### src/hw/mrbc_pkg.sv
// Package with constants and types for the register bus core
package mrbc_pkg;
	localparam int          CLK_PERIOD_NS    = 10;
	localparam int          BASIC_CYCLE_NS   = 260;
	localparam int          CYCLE_CLKS_MIN   = (BASIC_CYCLE_NS + CLK_PERIOD_NS - 1) / CLK_PERIOD_NS;
	localparam int          JUMP_CYCLE_NS    = 520;
	localparam int          JUMP_CLKS        = (JUMP_CYCLE_NS + CLK_PERIOD_NS - 1) / CLK_PERIOD_NS;
	localparam logic [7:0]  STRETCH_RESET    = 8'h00;
	localparam logic [4:0]  PH_B_START       = 5'h14;
	localparam logic [4:0]  PH_B_END         = 5'h16;
	localparam logic [4:0]  PH_D_START       = 5'h13;
	localparam logic [4:0]  PH_D_END         = 5'h17;
	localparam int          PC_WIDTH         = 12;
	localparam int          PC_UPPER_W       = 4;
	localparam int          PC_LOWER_W       = 8;
	localparam int          LITERAL_W        = 8;
	localparam logic [3:0]  SEL_WORK         = 4'h0;
	localparam logic [3:0]  SEL_COND         = 4'h1;
	localparam logic [3:0]  SEL_DISC_FIRST   = 4'h2;
	localparam logic [3:0]  SEL_DISC_SECOND  = 4'h3;
	localparam logic [3:0]  SEL_PC_UPPER     = 4'h4;
	localparam logic [3:0]  SEL_PC_LOWER     = 4'h5;
	localparam logic [3:0]  SEL_EXT_FIRST    = 4'h6;
	localparam int          CF_CARRY_LINK    = 0;
	localparam int          CF_SIGN          = 1;
	localparam int          CF_POSITIVE      = 2;
	localparam int          CF_ZERO          = 3;
	localparam int          CF_OVERFLOW      = 4;
	localparam int          CF_PARITY_ERROR  = 5;
	localparam int          CF_OUTSIDE_ONE   = 6;
	localparam int          CF_OUTSIDE_TWO   = 7;
	localparam logic [7:0]  REG_RESET        = 8'h00;
	localparam logic [11:0] PC_RESET         = 12'h000;
	localparam logic [15:0] INSTR_RESET      = 16'h0000;

	// Datapath request for one micro-instruction
	typedef struct packed {
		logic [15:0] instr;
		logic [3:0]  dest_sel;
		logic        dest_en;
		logic [7:0]  result;
		logic        arith;
		logic        logical;
		logic        carry_out;
		logic        operand_sign;
		logic        overflow;
		logic        parity_test;
		logic        cond_write;
	} mrbc_op_t;

	// Link to auxiliary assemblies
	typedef struct packed {
		logic [3:0] sel;
		logic [7:0] result;
		logic       sink;
		logic       phase_d;
		logic       phase_b;
	} mrbc_aux_t;
endpackage

### src/hw/mrbc_core.sv
// Register core: instruction holder, program counter, internal registers, auxiliary bus
`timescale 1ns/1ns
`default_nettype none

// Notes on behaviour
// - Ordinary micro-instruction completes in one 260 ns basic cycle.
// - Counter is 12 bits, 4 upper plus 8 lower, addressing 4096 words.
// - Instruction holder keeps the word; low bits give the literal.
// - Counter advances by one before every fetch, except after a counter load.
// - Counter upper as destination loads from result and work register, lower from result alone; takes two cycles.
// - Select codes 0 to 5 internal registers, 6 to 15 external.
// - Work register read and write; gives low jump address bits.
// - Bit 0 takes adder carry-out and keeps it for later bytes.
// - Bit 1 records sign of one operand of last arithmetic.
// - Bit 2 set on positive result, bit 3 on all-zero result.
// - Bit 4 set when arithmetic may have overflowed.
// - Bit 5 set when read bus parity looks wrong.
// - Bits 6 and 7 follow two outside condition inputs.
// - Both discrete registers always shown on two output buses.
// - Counter parts are write-only destinations.
// - Codes 6 to 15 are registers in attached assemblies.
// - Result bus carries data for an external destination.
// - Read bus has a parity line; checked only on program request.
// - Write qualifier high for whole instruction with a destination.
// - Write strobe pulses once per instruction, in its first basic cycle; destination captures on it.
// - Earlier phase pulse lies inside the write strobe.
// - Basic cycle at least 260 ns and can be lengthened.
module mrbc_core
(
	input  wire logic              clock,
	input  wire logic              sys_rst,
	input  wire logic [7:0]        cycle_stretch,
	input  wire mrbc_pkg::mrbc_op_t op_in,
	input  wire logic              op_valid,
	input  wire logic [15:0]       fetch_word,
	input  wire logic [7:0]        read_bus,
	input  wire logic              read_parity,
	input  wire logic              outside_condition_one,
	input  wire logic              outside_condition_two,
	output mrbc_pkg::mrbc_aux_t    aux_out,
	output logic [7:0]             discrete_first_bus,
	output logic [7:0]             discrete_second_bus,
	output logic [11:0]            program_address,
	output logic                   fetch_strobe,
	output logic                   op_ready,
	output logic [15:0]            instr_hold,
	output logic [7:0]             literal_out,
	output logic [7:0]             work_out,
	output logic [7:0]             cond_out,
	output logic [7:0]             read_data
);
	typedef enum logic [1:0] {MRBC_IDLE, MRBC_EXEC, MRBC_JUMP} mrbc_state_t;

	mrbc_state_t       state_ff;
	mrbc_state_t       nxt_state;
	logic [9:0]        phase_ff;
	logic [9:0]        nxt_phase;
	mrbc_pkg::mrbc_op_t op_ff;
	logic [15:0]       instr_ff;
	logic [11:0]       pc_ff;
	logic [11:0]       nxt_pc;
	logic [7:0]        work_ff;
	logic [7:0]        cond_ff;
	logic [7:0]        nxt_cond;
	logic [7:0]        disc_first_ff;
	logic [7:0]        disc_second_ff;
	logic [7:0]        stretch_ff;
	logic [3:0]        sel_ff;
	logic [7:0]        result_ff;
	logic              sink_ff;
	logic              phase_d_ff;
	logic              phase_b_ff;
	logic              fetch_ff;
	logic              ready_ff;
	logic [7:0]        read_ff;

	wire [9:0] basic_len;
	wire [9:0] cycle_end;
	wire       last_tick;
	wire       strobe_win;
	wire       early_win;
	wire       ext_sel;
	wire       dest_pc;
	wire       write_now;
	wire       bus_parity_bad;
	wire [7:0] sel_read;
	wire       op_dest_pc;
	wire [9:0] rel_phase;
	wire       take;
	wire       update_now;

	// Basic cycle length, lengthened by software stretch
	assign basic_len  = 10'(mrbc_pkg::CYCLE_CLKS_MIN) + {2'h0, stretch_ff};
	assign cycle_end  = (state_ff == MRBC_JUMP) ? {basic_len[8:0], 1'b0} - 10'h1
		: basic_len - 10'h1;
	assign last_tick  = (state_ff != MRBC_IDLE) && (phase_ff == cycle_end);
	assign rel_phase  = phase_ff + 10'(mrbc_pkg::CYCLE_CLKS_MIN) - basic_len;
	assign strobe_win = (rel_phase >= 10'(mrbc_pkg::PH_D_START))
		&& (rel_phase <= 10'(mrbc_pkg::PH_D_END))
		&& (phase_ff < basic_len);
	assign early_win  = (rel_phase >= 10'(mrbc_pkg::PH_B_START))
		&& (rel_phase <= 10'(mrbc_pkg::PH_B_END))
		&& (phase_ff < basic_len);
	// Update point for registers and flags, with or without a destination
	assign update_now = (state_ff != MRBC_IDLE)
		&& (rel_phase == 10'(mrbc_pkg::PH_D_END)) && (phase_ff < basic_len);
	assign write_now  = update_now && op_ff.dest_en;
	assign take       = (state_ff == MRBC_IDLE) && op_valid;
	assign ext_sel    = (op_ff.dest_sel >= mrbc_pkg::SEL_EXT_FIRST);
	assign dest_pc    = op_ff.dest_en && ((op_ff.dest_sel == mrbc_pkg::SEL_PC_UPPER)
		|| (op_ff.dest_sel == mrbc_pkg::SEL_PC_LOWER));
	assign op_dest_pc = op_in.dest_en && ((op_in.dest_sel == mrbc_pkg::SEL_PC_UPPER)
		|| (op_in.dest_sel == mrbc_pkg::SEL_PC_LOWER));
	assign bus_parity_bad = ~^{read_bus, read_parity};

	// Internal readback by select code; counter parts read as zero
	assign sel_read = (op_ff.dest_sel == mrbc_pkg::SEL_WORK)        ? work_ff
		: (op_ff.dest_sel == mrbc_pkg::SEL_COND)        ? cond_ff
		: (op_ff.dest_sel == mrbc_pkg::SEL_DISC_FIRST)  ? disc_first_ff
		: (op_ff.dest_sel == mrbc_pkg::SEL_DISC_SECOND) ? disc_second_ff
		: ext_sel ? read_bus : 8'h00;

	always_comb
	begin
		nxt_state = state_ff;
		nxt_phase = phase_ff;
		case (state_ff)
			MRBC_IDLE:
			begin
				nxt_phase = 10'h0;
				if (op_valid)
				begin
					nxt_state = op_dest_pc ? MRBC_JUMP : MRBC_EXEC;
				end
			end
			MRBC_EXEC, MRBC_JUMP:
			begin
				nxt_phase = phase_ff + 10'h1;
				if (last_tick)
				begin
					nxt_state = MRBC_IDLE;
					nxt_phase = 10'h0;
				end
			end
			default:
			begin
				nxt_state = MRBC_IDLE;
				nxt_phase = 10'h0;
			end
		endcase
	end

	always_comb
	begin
		nxt_pc = pc_ff;
		// Jump load replaces the increment, both at the fetch point
		if (last_tick)
		begin
			if (dest_pc && (op_ff.dest_sel == mrbc_pkg::SEL_PC_UPPER))
			begin
				nxt_pc = {op_ff.result[mrbc_pkg::PC_UPPER_W-1:0], work_ff};
			end
			else if (dest_pc)
			begin
				nxt_pc = {pc_ff[11:8], op_ff.result};
			end
			else
			begin
				nxt_pc = pc_ff + 12'h1;
			end
		end
	end

	always_comb
	begin
		nxt_cond = cond_ff;
		if (write_now && (op_ff.dest_sel == mrbc_pkg::SEL_COND))
		begin
			nxt_cond = op_ff.result;
		end
		if (update_now && op_ff.cond_write)
		begin
			if (op_ff.arith)
			begin
				nxt_cond[mrbc_pkg::CF_CARRY_LINK] = op_ff.carry_out;
				nxt_cond[mrbc_pkg::CF_SIGN]       = op_ff.operand_sign;
				nxt_cond[mrbc_pkg::CF_OVERFLOW]   = op_ff.overflow;
			end
			if (op_ff.arith || op_ff.logical)
			begin
				nxt_cond[mrbc_pkg::CF_POSITIVE] = ~op_ff.result[7]
					&& (op_ff.result != 8'h00);
			end
			nxt_cond[mrbc_pkg::CF_ZERO] = (op_ff.result == 8'h00);
		end
		if (update_now && op_ff.parity_test)
		begin
			nxt_cond[mrbc_pkg::CF_PARITY_ERROR] = bus_parity_bad;
		end
		nxt_cond[mrbc_pkg::CF_OUTSIDE_ONE] = outside_condition_one;
		nxt_cond[mrbc_pkg::CF_OUTSIDE_TWO] = outside_condition_two;
	end

	always_ff @(posedge clock)
	begin
		if (sys_rst)
		begin
			state_ff   <= MRBC_IDLE;
			phase_ff   <= 10'h0;
			pc_ff      <= mrbc_pkg::PC_RESET;
			cond_ff    <= mrbc_pkg::REG_RESET;
			stretch_ff <= mrbc_pkg::STRETCH_RESET;
		end
		else
		begin
			state_ff   <= nxt_state;
			phase_ff   <= nxt_phase;
			pc_ff      <= nxt_pc;
			cond_ff    <= nxt_cond;
			stretch_ff <= (state_ff == MRBC_IDLE) ? cycle_stretch : stretch_ff;
		end
	end

	always_ff @(posedge clock)
	begin
		if (sys_rst)
		begin
			op_ff    <= '0;
			instr_ff <= mrbc_pkg::INSTR_RESET;
		end
		else if ((state_ff == MRBC_IDLE) && op_valid)
		begin
			op_ff    <= op_in;
			instr_ff <= op_in.instr;
		end
	end

	always_ff @(posedge clock)
	begin
		if (sys_rst)
		begin
			work_ff <= mrbc_pkg::REG_RESET;
		end
		else if (write_now && (op_ff.dest_sel == mrbc_pkg::SEL_WORK))
		begin
			work_ff <= op_ff.result;
		end
	end

	always_ff @(posedge clock)
	begin
		if (sys_rst)
		begin
			disc_first_ff <= mrbc_pkg::REG_RESET;
		end
		else if (write_now && (op_ff.dest_sel == mrbc_pkg::SEL_DISC_FIRST))
		begin
			disc_first_ff <= op_ff.result;
		end
	end

	always_ff @(posedge clock)
	begin
		if (sys_rst)
		begin
			disc_second_ff <= mrbc_pkg::REG_RESET;
		end
		else if (write_now && (op_ff.dest_sel == mrbc_pkg::SEL_DISC_SECOND))
		begin
			disc_second_ff <= op_ff.result;
		end
	end

	// Select code stands from the first cycle of an operation
	always_ff @(posedge clock)
	begin
		if (sys_rst)
		begin
			sel_ff <= 4'h0;
		end
		else
		begin
			sel_ff <= take ? op_in.dest_sel : op_ff.dest_sel;
		end
	end

	always_ff @(posedge clock)
	begin
		if (sys_rst)
		begin
			result_ff <= mrbc_pkg::REG_RESET;
		end
		else
		begin
			result_ff <= take ? op_in.result : op_ff.result;
		end
	end

	// Qualifier held over the whole operation, through its last cycle
	always_ff @(posedge clock)
	begin
		if (sys_rst)
		begin
			sink_ff <= 1'b0;
		end
		else
		begin
			sink_ff <= take ? op_in.dest_en
				: ((state_ff != MRBC_IDLE) && op_ff.dest_en);
		end
	end

	always_ff @(posedge clock)
	begin
		if (sys_rst)
		begin
			phase_d_ff <= 1'b0;
		end
		else
		begin
			phase_d_ff <= (state_ff != MRBC_IDLE) && strobe_win;
		end
	end

	always_ff @(posedge clock)
	begin
		if (sys_rst)
		begin
			phase_b_ff <= 1'b0;
		end
		else
		begin
			phase_b_ff <= (state_ff != MRBC_IDLE) && early_win;
		end
	end

	always_ff @(posedge clock)
	begin
		if (sys_rst)
		begin
			fetch_ff <= 1'b0;
		end
		else
		begin
			fetch_ff <= last_tick;
		end
	end

	always_ff @(posedge clock)
	begin
		if (sys_rst)
		begin
			ready_ff <= 1'b0;
		end
		else
		begin
			ready_ff <= (nxt_state == MRBC_IDLE);
		end
	end

	always_ff @(posedge clock)
	begin
		if (sys_rst)
		begin
			read_ff <= mrbc_pkg::REG_RESET;
		end
		else
		begin
			read_ff <= sel_read;
		end
	end

	assign aux_out             = mrbc_pkg::mrbc_aux_t'({sel_ff, result_ff, sink_ff,
		phase_d_ff, phase_b_ff});
	assign discrete_first_bus  = disc_first_ff;
	assign discrete_second_bus = disc_second_ff;
	assign program_address     = pc_ff;
	assign fetch_strobe        = fetch_ff;
	assign op_ready            = ready_ff;
	assign instr_hold          = instr_ff;
	assign literal_out         = instr_ff[mrbc_pkg::LITERAL_W-1:0];
	assign work_out            = work_ff;
	assign cond_out            = cond_ff;
	assign read_data           = read_ff;
endmodule // mrbc_core

`default_nettype wire

### config.mk
export PLATFORM = sky130hd
export DESIGN_NAME = mrbc_core
export DESIGN_NICKNAME = d
export VERILOG_FILES = /design/src/hw/mrbc_pkg.sv /design/src/hw/mrbc_core.sv
export SDC_FILE = /design/constraint.sdc
export NUM_CORES = 1
export LEC_CHECK = 0
export ABC_CLOCK_PERIOD_IN_PS = 11500
export BUFFER_PORTS_ARGS = -buffer_cell sky130_fd_sc_hd__buf_2
export CORE_MARGIN = 8
export CORE_UTILIZATION = 30
export DETAILED_ROUTE_END_ITERATION = 7
export PLACE_DENSITY = 0.53
export SLEW_MARGIN = 20
export SYNTH_ARGS = -nofsm -noshare
export SYNTH_HDL_FRONTEND = slang
export SYNTH_SLANG_ARGS = --single-unit
export TNS_END_PERCENT = 20
### constraint.sdc
create_clock -name clock -period 11.5 [get_ports clock]
set_input_delay 1.15 -clock clock [delete_from_list [all_inputs] [get_ports clock]]
set_output_delay 1.15 -clock clock [all_outputs]
set_load 0.005 [all_outputs]
# After elaboration in Yosys (flattened, before gate mapping)
# Index checks and enable logic that the tools add are counted.
dict set report totals {
  register_bits 125
  inputBits 74
  elab_cells 115
  output_inout_bits 93
}
dict set report classes {
  bitwise 2
  reduce_logical 37
  add_sub_neg 7
  order_cmp 6
  eq_ne 12
  n_mux 21
}
# op n
set op_table {}
lappend op_table {{two-way mux 8 bit} 6}
lappend op_table {{two-way mux 12 bit} 2}
lappend op_table {{logical AND 1 bit} 22}
lappend op_table {{greater-or-equal comparator 10 x 5 -> 1 bit, second input constant} 2}
lappend op_table {{less-or-equal comparator 10 x 5 -> 1 bit, second input constant} 2}
lappend op_table {{equality test 4 x 3 -> 1 bit, second input constant} 4}
lappend op_table {{adder 12 x 1 -> 12 bit, second input constant} 1}
lappend op_table {{adder 10 x 1 -> 10 bit, second input constant} 1}
lappend op_table {{adder 10 x 5 -> 10 bit, second input constant} 1}
lappend op_table {{equality test 10 bit} 1}
lappend op_table {{equality test 10 x 5 -> 1 bit, second input constant} 1}
lappend op_table {{< comparator 10 x 9 -> 1 bit} 1}
lappend op_table {{two-way mux 10 bit} 1}
lappend op_table {{subtractor 10 x 1 -> 10 bit, second input constant} 1}
lappend op_table {{subtractor 10 x 9 -> 10 bit} 1}
lappend op_table {{subtractor 9 x 1 -> 10 bit, second input constant} 1}
lappend op_table {{adder 5 x 8 -> 9 bit, first input constant} 1}
lappend op_table {{XNOR reduction 9 bit} 1}
lappend op_table {{equality test 4 x 2 -> 1 bit, second input constant} 2}
lappend op_table {{zero test 8 bit} 1}
lappend op_table {{two-way mux 2 bit} 4}
lappend op_table {{nonzero test 8 bit} 1}
lappend op_table {{two-way mux 6 bit} 1}
lappend op_table {{nonzero test 2 bit} 3}
lappend op_table {{other kinds (16)} 23}

# Logic depth before layout (Yosys ltp)
# Gate-level depths: netlist of run 1.
dict set report logic_depth {
  depth_word 10
  depth_mapped 15
}

# Least setup slack after synthesis of run 1
# OpenSTA, ideal clock, no wires.
dict set report synth_path {
  kind {register to register}
  from {register stretch_ff[1]}
  to {register disc_second_ff[7] (netlist: discrete_second_bus[7])}
  path_slack_ps 7738
  t_required_ps 11372
  period_less_slack_ps 3762
  n_path_buf 1
  stages_incl_launch_ff 16
  arrival_time_ps 3634
  setup_ps 128
  path_cell_list {dfxtp_1 -> ha_1 -> xor2_2 -> inv_1 -> ha_1 -> inv_1 -> ha_1 -> a21oi_1 -> o22ai_1 -> or4_1 -> o211ai_1 -> o2111a_1 -> clkbuf_1 -> nand4_1 -> mux2i_1 -> nor2_1}
}
dict set report synth_via {
  elab_chain_cells 7
  elab_cells_between_ends 8
  classes_between {2 x add/sub; 1 x order compare; 1 x eq/ne; 4 x reduce/logical}
}
# item line_no
set synth_lines {}
lappend synth_lines {{start: declaration} mrbc_core.sv:67} ;# logic [7:0] stretch_ff;
lappend synth_lines {{start signal: assignment} mrbc_core.sv:212} ;# stretch_ff <= mrbc_pkg::STRETCH_RESET;
lappend synth_lines {{start signal: assignment} mrbc_core.sv:220} ;# stretch_ff <= (state_ff == MRBC_IDLE) ? cycle_stretch : stretch_ff;
lappend synth_lines {{adder 5 x 8 -> 9 bit (*)} mrbc_core.sv:93} ;# assign basic_len = 10'(mrbc_pkg::CYCLE_CLKS_MIN) + {2'h0, stretch_ff};
lappend synth_lines {{subtractor 10 x 9 -> 10 bit} mrbc_core.sv:97} ;# assign rel_phase = phase_ff + 10'(mrbc_pkg::CYCLE_CLKS_MIN) - basic_len;
lappend synth_lines {{equality test 10 x 5 -> 1 bit} mrbc_core.sv:106} ;# && (rel_phase == 10'(mrbc_pkg::PH_D_END)) && (phase_ff < basic_len);
lappend synth_lines {{logical AND 1 bit} mrbc_core.sv:106}
lappend synth_lines {{logical AND 1 bit (*)} mrbc_core.sv:106}
lappend synth_lines {{logical AND 1 bit (*)} mrbc_core.sv:107} ;# assign write_now = update_now && op_ff.dest_en;
lappend synth_lines {{logical AND 1 bit (*)} mrbc_core.sv:268} ;# else if (write_now && (op_ff.dest_sel == mrbc_pkg::SEL_DISC_SECOND))
lappend synth_lines {{end signal: assignment} mrbc_core.sv:266} ;# disc_second_ff <= mrbc_pkg::REG_RESET;
lappend synth_lines {{end signal: assignment} mrbc_core.sv:270} ;# disc_second_ff <= op_ff.result;
lappend synth_lines {{end: declaration} mrbc_core.sv:66} ;# logic [7:0] disc_second_ff;
# Mark *: on every way between the ends. The rest lies on a longest branch, timed or not.
# A chain may end at the register's enable or synchronous reset.

# Worst setup path after layout of run 1
# Same ends and word-level chain as after synthesis.

==> results of run 1 <==
## power by group through the flow
stage / registers [mW] / logic (mW) / clock network, mW
after floorplan: 0.475 / 0.144 / 0
after detailed placement: 0.483 / 0.196 / 0
final: 0.474 / 0.194 / 0.589
after CTS: 0.474 / 0.197 / 0.601
after global placement: 0.483 / 0.194 / 0
after global routing: 0.476 / 0.221 / 0.625
## worst min-delay path by stage
stage | startpoint | end | slack (ns) | depth (start not counted)
after floorplan | op_ff[5] | op_ff[5] | 0.44 | 2
after global placement | instr_hold[10] | instr_hold[10] | 0.44 | 2
after detailed placement | instr_hold[10] | instr_hold[10] | 0.45 | 2
after CTS | instr_hold[10] | instr_hold[10] | 0.46 | 2
after global routing | instr_hold[14] | instr_hold[14] | 0.47 | 2
final | instr_hold[12] | instr_hold[12] | 0.45 | 2
## critical path, delay by kind of cell, from the launching register on
family,cells,cell delay (ns)
DFF,1,0.40
muxes,1,0.34
AOI/OAI and AO/OA,4,1.53
buffers and inverters,1,0.09
and+or+nand+nor,5,1.07
xor gates and xnor gates,1,0.37
adders and majority gates,2,0.63
## layout by cell type, fill, tap and decap left out, drive strengths merged, types with 13 or more instances in the layout
cell type / n
inv: 34
nor2: 82
clkbuf: 18
mux2i: 50
nand3: 16
ha: 25
dfxtp: 125
xnor2: 27
a211oi: 15
nor2b: 14
buf: 156
a21oi: 68
nor3: 13
o21ai: 16
nand2: 106
## state kept, by name, indices dropped and copies added, names as in the netlist, 4 cells and up
register             flops
discrete_second_bus      8
result_ff                8
work_out                 8
cond_out                 8
stretch_ff               8
instr_hold              16
discrete_first_bus       8
op_ff                   20
program_address         12
read_data                8
phase_ff                10
sel_ff                   4
## cells by family after synthesis
| kind of cell | share of synthesized area |
|---|---|
| simple gates | 0.2077 |
| compound gates | 0.1468 |
| flops | 0.3847 |
| buf+inv | 0.05405 |
| mux | 0.07867 |
| xor+xnor | 0.06617 |
| fa+ha+maj | 0.06194 |
## routing by layer
metal	track usage	vias to the layer above	part of all wire
li1	-	2909	-
met1	0.1856	2627	0.48
met2	0.2248	123	0.45
met3	0.05318	19	0.056
met4	0.04295	8	0.011
met5	0	-	0.0025
## final cells by class
| type | instances | area share |
|---|---|---|
| multi-input combinational | 563 | 0.4534 |
| sequential | 125 | 0.3102 |
| timing repair buffer | 156 | 0.09896 |
| clock buffer | 18 | 0.05444 |
| tap | 280 | 0.04343 |
| clock inverter | 14 | 0.02559 |
| inverter | 30 | 0.01396 |
==> impl_metrics.toml, run 1 <==
[synthesis]
yosysWarnings = 0
syn_area_per_cell_um2 = 8.470
synthTopCellsByArea = "dfxtp_1, mux2i_1, nand2_1"
yosysMostFrequentCell = "dfxtp_1"
synth_seq_area_share = 0.3847
synth_area_leader_cell = "dfxtp_1"
synth-main-ff-cell = "dfxtp_1"
syn_inst = 768
synth_nets = 871
synth_edf_count = 0
synth_top_area_share = 0.3847
ys_ff_latch = 125
synth_cell_type_count = 64
async_flop_share = 0
ys_top_cells_by_count = "dfxtp_1, nand2_1, nor2_1, a21oi_1, mux2i_1"
syn_area_um2 = 6505

[floorplanning]
die_w_um = 163.3
die_y_um = 163.3
start_util = 0.3018
dieArea_um2 = 26650
rows = 54
io-pin-count = 167
core_um2 = 21550

[layout]
fin_nets = 996
multi_input_area_um2 = 3657
drive_gt1_frac = 0.2208
area_growth_pct = 24.00
register_area_um2 = 2502
num_antenna_cells = 0
postLayoutCoreUtil = 0.3743
instances_no_fill = 1186
fin_area_um2 = 8066
nFillCells = 2240

[drt]
wire_per_inst_um = 16.18
viasPerCell = 4.794
ant_nets = 0
dr.pass1.iters = 5
drc = 0
drtIter0Drc = 257
wirelength_um = 19190
dr_total_vias = 5686

[timing]
tns_ns = 0
grt_setup_unrepaired = "no"
finalWorstSetupSlack_ns = 6.944
final-setup-viol-count = 0
min_period_ns = 4.556
slew_headroom = 0.4869
finalMaxSlewViolations = 0
worst_clock_skew_ns = 0.01593
tightest_slew_ns = 0.7697
whs_ns = 0.4548
fmax_mhz = 219.5
final-hold-violation-count = 0
finalCritPeriodShare = 0.3962

[power_and_ir_drop]
internal_power_mw = 0.9092
p_total_mw = 1.257
power_switching_mw = 0.3479
pwr-share-comb = 0.155
ir_worst_vdd_mv = 0.1121
p_seq_frac = 0.377
power.density_nw_per_um2 = 155.8
cellLeakagePower_nw = 3.648
swShare = 0.2768
p_clk_frac = 0.469

[clock_network]
cts_num_sinks = 125
clk_pin_slew_ns = 0.06
numCtsBuffers = 17
post-cts-setup-buffers = 0
cts_tree = "built"
worstSkewPairLatency_ns = 0.42
root_buffer = "clkbuf_16"
ctsLongestPathBuffers = 2
htree_levels = 4
post_cts_resized = 0
cts-hold-fix-buffers = 0

[worst_setup_path]
path_cells = "ha_1 -> nor3_1 -> xor2_1 -> and2_1 -> nor2_1 -> ha_1 -> inv_1 -> o22ai_1 -> o221ai_1 -> o31ai_1 -> o2111a_1 -> nand4_1 -> mux2i_1 -> nor2_1"
end_kind = "flop"
startpoint = "stretch_ff[1]"
r2r_end = "discrete_second_bus[7]"
arrival_ns = 4.84
max_stage_delay_ns = 0.57
r2r_setup_slack_ns = 6.94
worstSetupPathType = "flop to flop"
critPathRequiredTime_ns = 11.78
startpoint_type = "flop"
crit_slowest_cell = "nand4_1"
critPathMaxFanout = 8
worstRegToRegCells = 14
endpoint = "discrete_second_bus[7]"
reg2reg_from = "stretch_ff[1]"

[placement]
place_hpwl_um = 14270
port_buffers = 150
gp_congestion = 0.7729
place_ws_ns = 6.932
place_area_um2 = 7421
place_inst = 1154

[global_route]
grt_max_degree = 70
track_usage = 0.1454
overflow = 0
grt_pass1_vias = 5741
antenna_found_initial = 4
grt_pass1_wl_um = 31020

[status]
status = "completed"

[worst_hold_path]
hold_path.class = "flop to flop"

[run]
max_cap_viol_count = 0
Note: power is estimated with default switching activity, not from simulation.
==> run 2, diff against run 1 <==
ABC_CLOCK_PERIOD_IN_PS = 4700   (was 11500)
clock period = 4.7 ns   (was 11.5 ns; I/O delays follow)
==> run 2 against run 1 <==
Sequential share of layout area hardly changed; clock power grew 140%; critical path depth grew 1; sequential power grew 140%; wire length barely moved; final cell count increased by 0.34%; utilization about the same; largest cell class unchanged; register-to-register slack got worse by 6.3 ns; count of clock-buffer cells in the layout is 2 higher; combinational power up 140%.
==> impl_metrics.toml, run 2 (same netlist as run 1, synthesis figures left out) <==
[floorplanning]
io-pin-count = 167
rows = 54
core_um2 = 21550
die_y_um = 163.3
die_w_um = 163.3
start_util = 0.3018
dieArea_um2 = 26650

[worst_hold_path]
min_from = "outside_condition_one"
hold_path.class = "primary input to flop"
holdPathStages = 2
whs_endpoint = "cond_out[6]"

[run]
max_cap_viol_count = 0

[clock_network]
cts_num_sinks = 125
cts-hold-fix-buffers = 0
post_cts_resized = 0
cts_tree = "built"
numCtsBuffers = 17
clk_pin_slew_ns = 0.05
root_buffer = "clkbuf_16"
worstSkewPairLatency_ns = 0.42
htree_levels = 4
ctsLongestPathBuffers = 2
post-cts-setup-buffers = 0

[placement]
gp_congestion = 0.7685
place_hpwl_um = 14130
port_buffers = 150

[worst_setup_path]
end_kind = "flop"
reg2reg_from = "stretch_ff[1]"
startpoint = "stretch_ff[1]"
arrival_ns = 4.36
startpoint_type = "flop"
critPathRequiredTime_ns = 4.97
r2r_setup_slack_ns = 0.61
worstSetupPathType = "flop to flop"
r2r_end = "discrete_second_bus[3]"
critPathMaxFanout = 8
worstRegToRegCells = 15

[drt]
dr.pass1.iters = 6
drc = 0
drtIter0Drc = 256
wirelength_um = 19180
dr_total_vias = 5684
wire_per_inst_um = 16.11
viasPerCell = 4.776
ant_nets = 0

[global_route]
grt_pass1_vias = 5693
track_usage = 0.1448
antenna_found_initial = 2
met1_usage = 0.1853
overflow = 0
grt_pass1_wl_um = 30730
grt_max_degree = 70
met3_usage = 0.05494
busiest_layer = "met2"
grt_util_met2 = 0.2220

[power_and_ir_drop]
power.density_nw_per_um2 = 374.7
ir_worst_vdd_mv = 0.2601
p_total_mw = 3.026
cellLeakagePower_nw = 3.664

[layout]
fin_nets = 1000
regMostFlops = "op_ff"
largest_register_ffs = 20
mostFrequentLayoutCell = "buf_2"
drive_gt1_frac = 0.2222
multi_input_area_um2 = 3657
nFillCells = 2232
area_growth_pct = 24.14
final_cell_mix = "buf_2, dfxtp_1, nand2_1"
register_area_um2 = 2502

[timing]
grt_setup_unrepaired = "no"
tns_ns = 0
finalMaxSlewViolations = 0
min_period_ns = 4.085
worst_clock_skew_ns = 0.005571
fmax_mhz = 244.8
final-setup-viol-count = 0
slew_headroom = 0.4742
finalCritPeriodShare = 0.8692
final-hold-violation-count = 0
tightest_slew_ns = 0.7887

[status]
status = "completed"
## run 2: cell count changes in the layout (fill, tap and decap cells not counted), sizes merged
cell,before,now
clkinvlp,3,1
buf,156,160
clkbuf,18,20
clkinv,3,5
inv,34,31
diode,0,1
## run 2: layer usage
| layer | share of wire | routed length [um] | vias up |
|---|---|---|---|
| met1 | 0.47 | 9031 | 2613 |
| met4 | 0.014 | 267 | 4 |
| met2 | 0.44 | 8530 | 127 |
| met5 | 0.0014 | 27 | - |
| met3 | 0.069 | 1317 | 27 |
| li1 | - | - | 2913 |
## run 2: metrics by stage
stage                     cell area, um2  std cells    util  worst slack, ns  hold WS [ns]
after CTS                           8073       1189  0.3746           0.5998        0.2527
after detailed placement            7451       1158  0.3457           0.6349        0.4434
after global routing                8073       1189  0.3746           0.1525        0.2685
after floorplan                     6505        768       -           0.9380        0.4365
after global placement              7451       1158  0.3457           0.6577        0.4385
final                               8075       1190  0.3747           0.6148        0.2676
## run 2: layout make-up
type	count	area share
clock inverters	11	0.02045
flip-flops and latches	125	0.3099
multi-input cells	563	0.4529
repair buffers	160	0.1026
clock buffers	20	0.05655
inverters	30	0.01394
well taps	280	0.04338
diodes	1	0.0003099
## run 2: worst max-delay path by stage
| stage | end | slack, ns | depth (start not counted) |
|---|---|---|---|
| after floorplan | discrete_second_bus[7] | 0.94 | 15 |
| after global routing | discrete_second_bus[3] | 0.15 | 15 |
| after detailed placement | discrete_second_bus[4] | 0.63 | 15 |
| after CTS | discrete_second_bus[3] | 0.60 | 15 |
| final | discrete_second_bus[3] | 0.61 | 15 |
| after global placement | discrete_second_bus[4] | 0.66 | 15 |
## run 2: report_power, final
part / internal (mW) / total, mW / switching (mW) / leakage (nW)
combinational: 0.204 / 0.475 / 0.271 / 2.34
clock: 0.911 / 1.39 / 0.479 / 0.306
sequential: 1.11 / 1.16 / 0.0523 / 1.02
total: 2.22 / 3.03 / 0.802 / 3.66
## run 2: worst max-delay path: stages (launching register included)
cell and delay, ns:
dfxtp_1 0.40, ha_1 0.32, nor3_1 0.19, xor2_1 0.35
and2_1 0.21, nor2_1 0.05, ha_1 0.31, inv_1 0.08
o22ai_1 0.35, o221ai_1 0.20, o31ai_1 0.47, o2111a_1 0.44
nand4_1 0.14, buf_4 0.22, mux2i_1 0.15, nor2_1 0.05
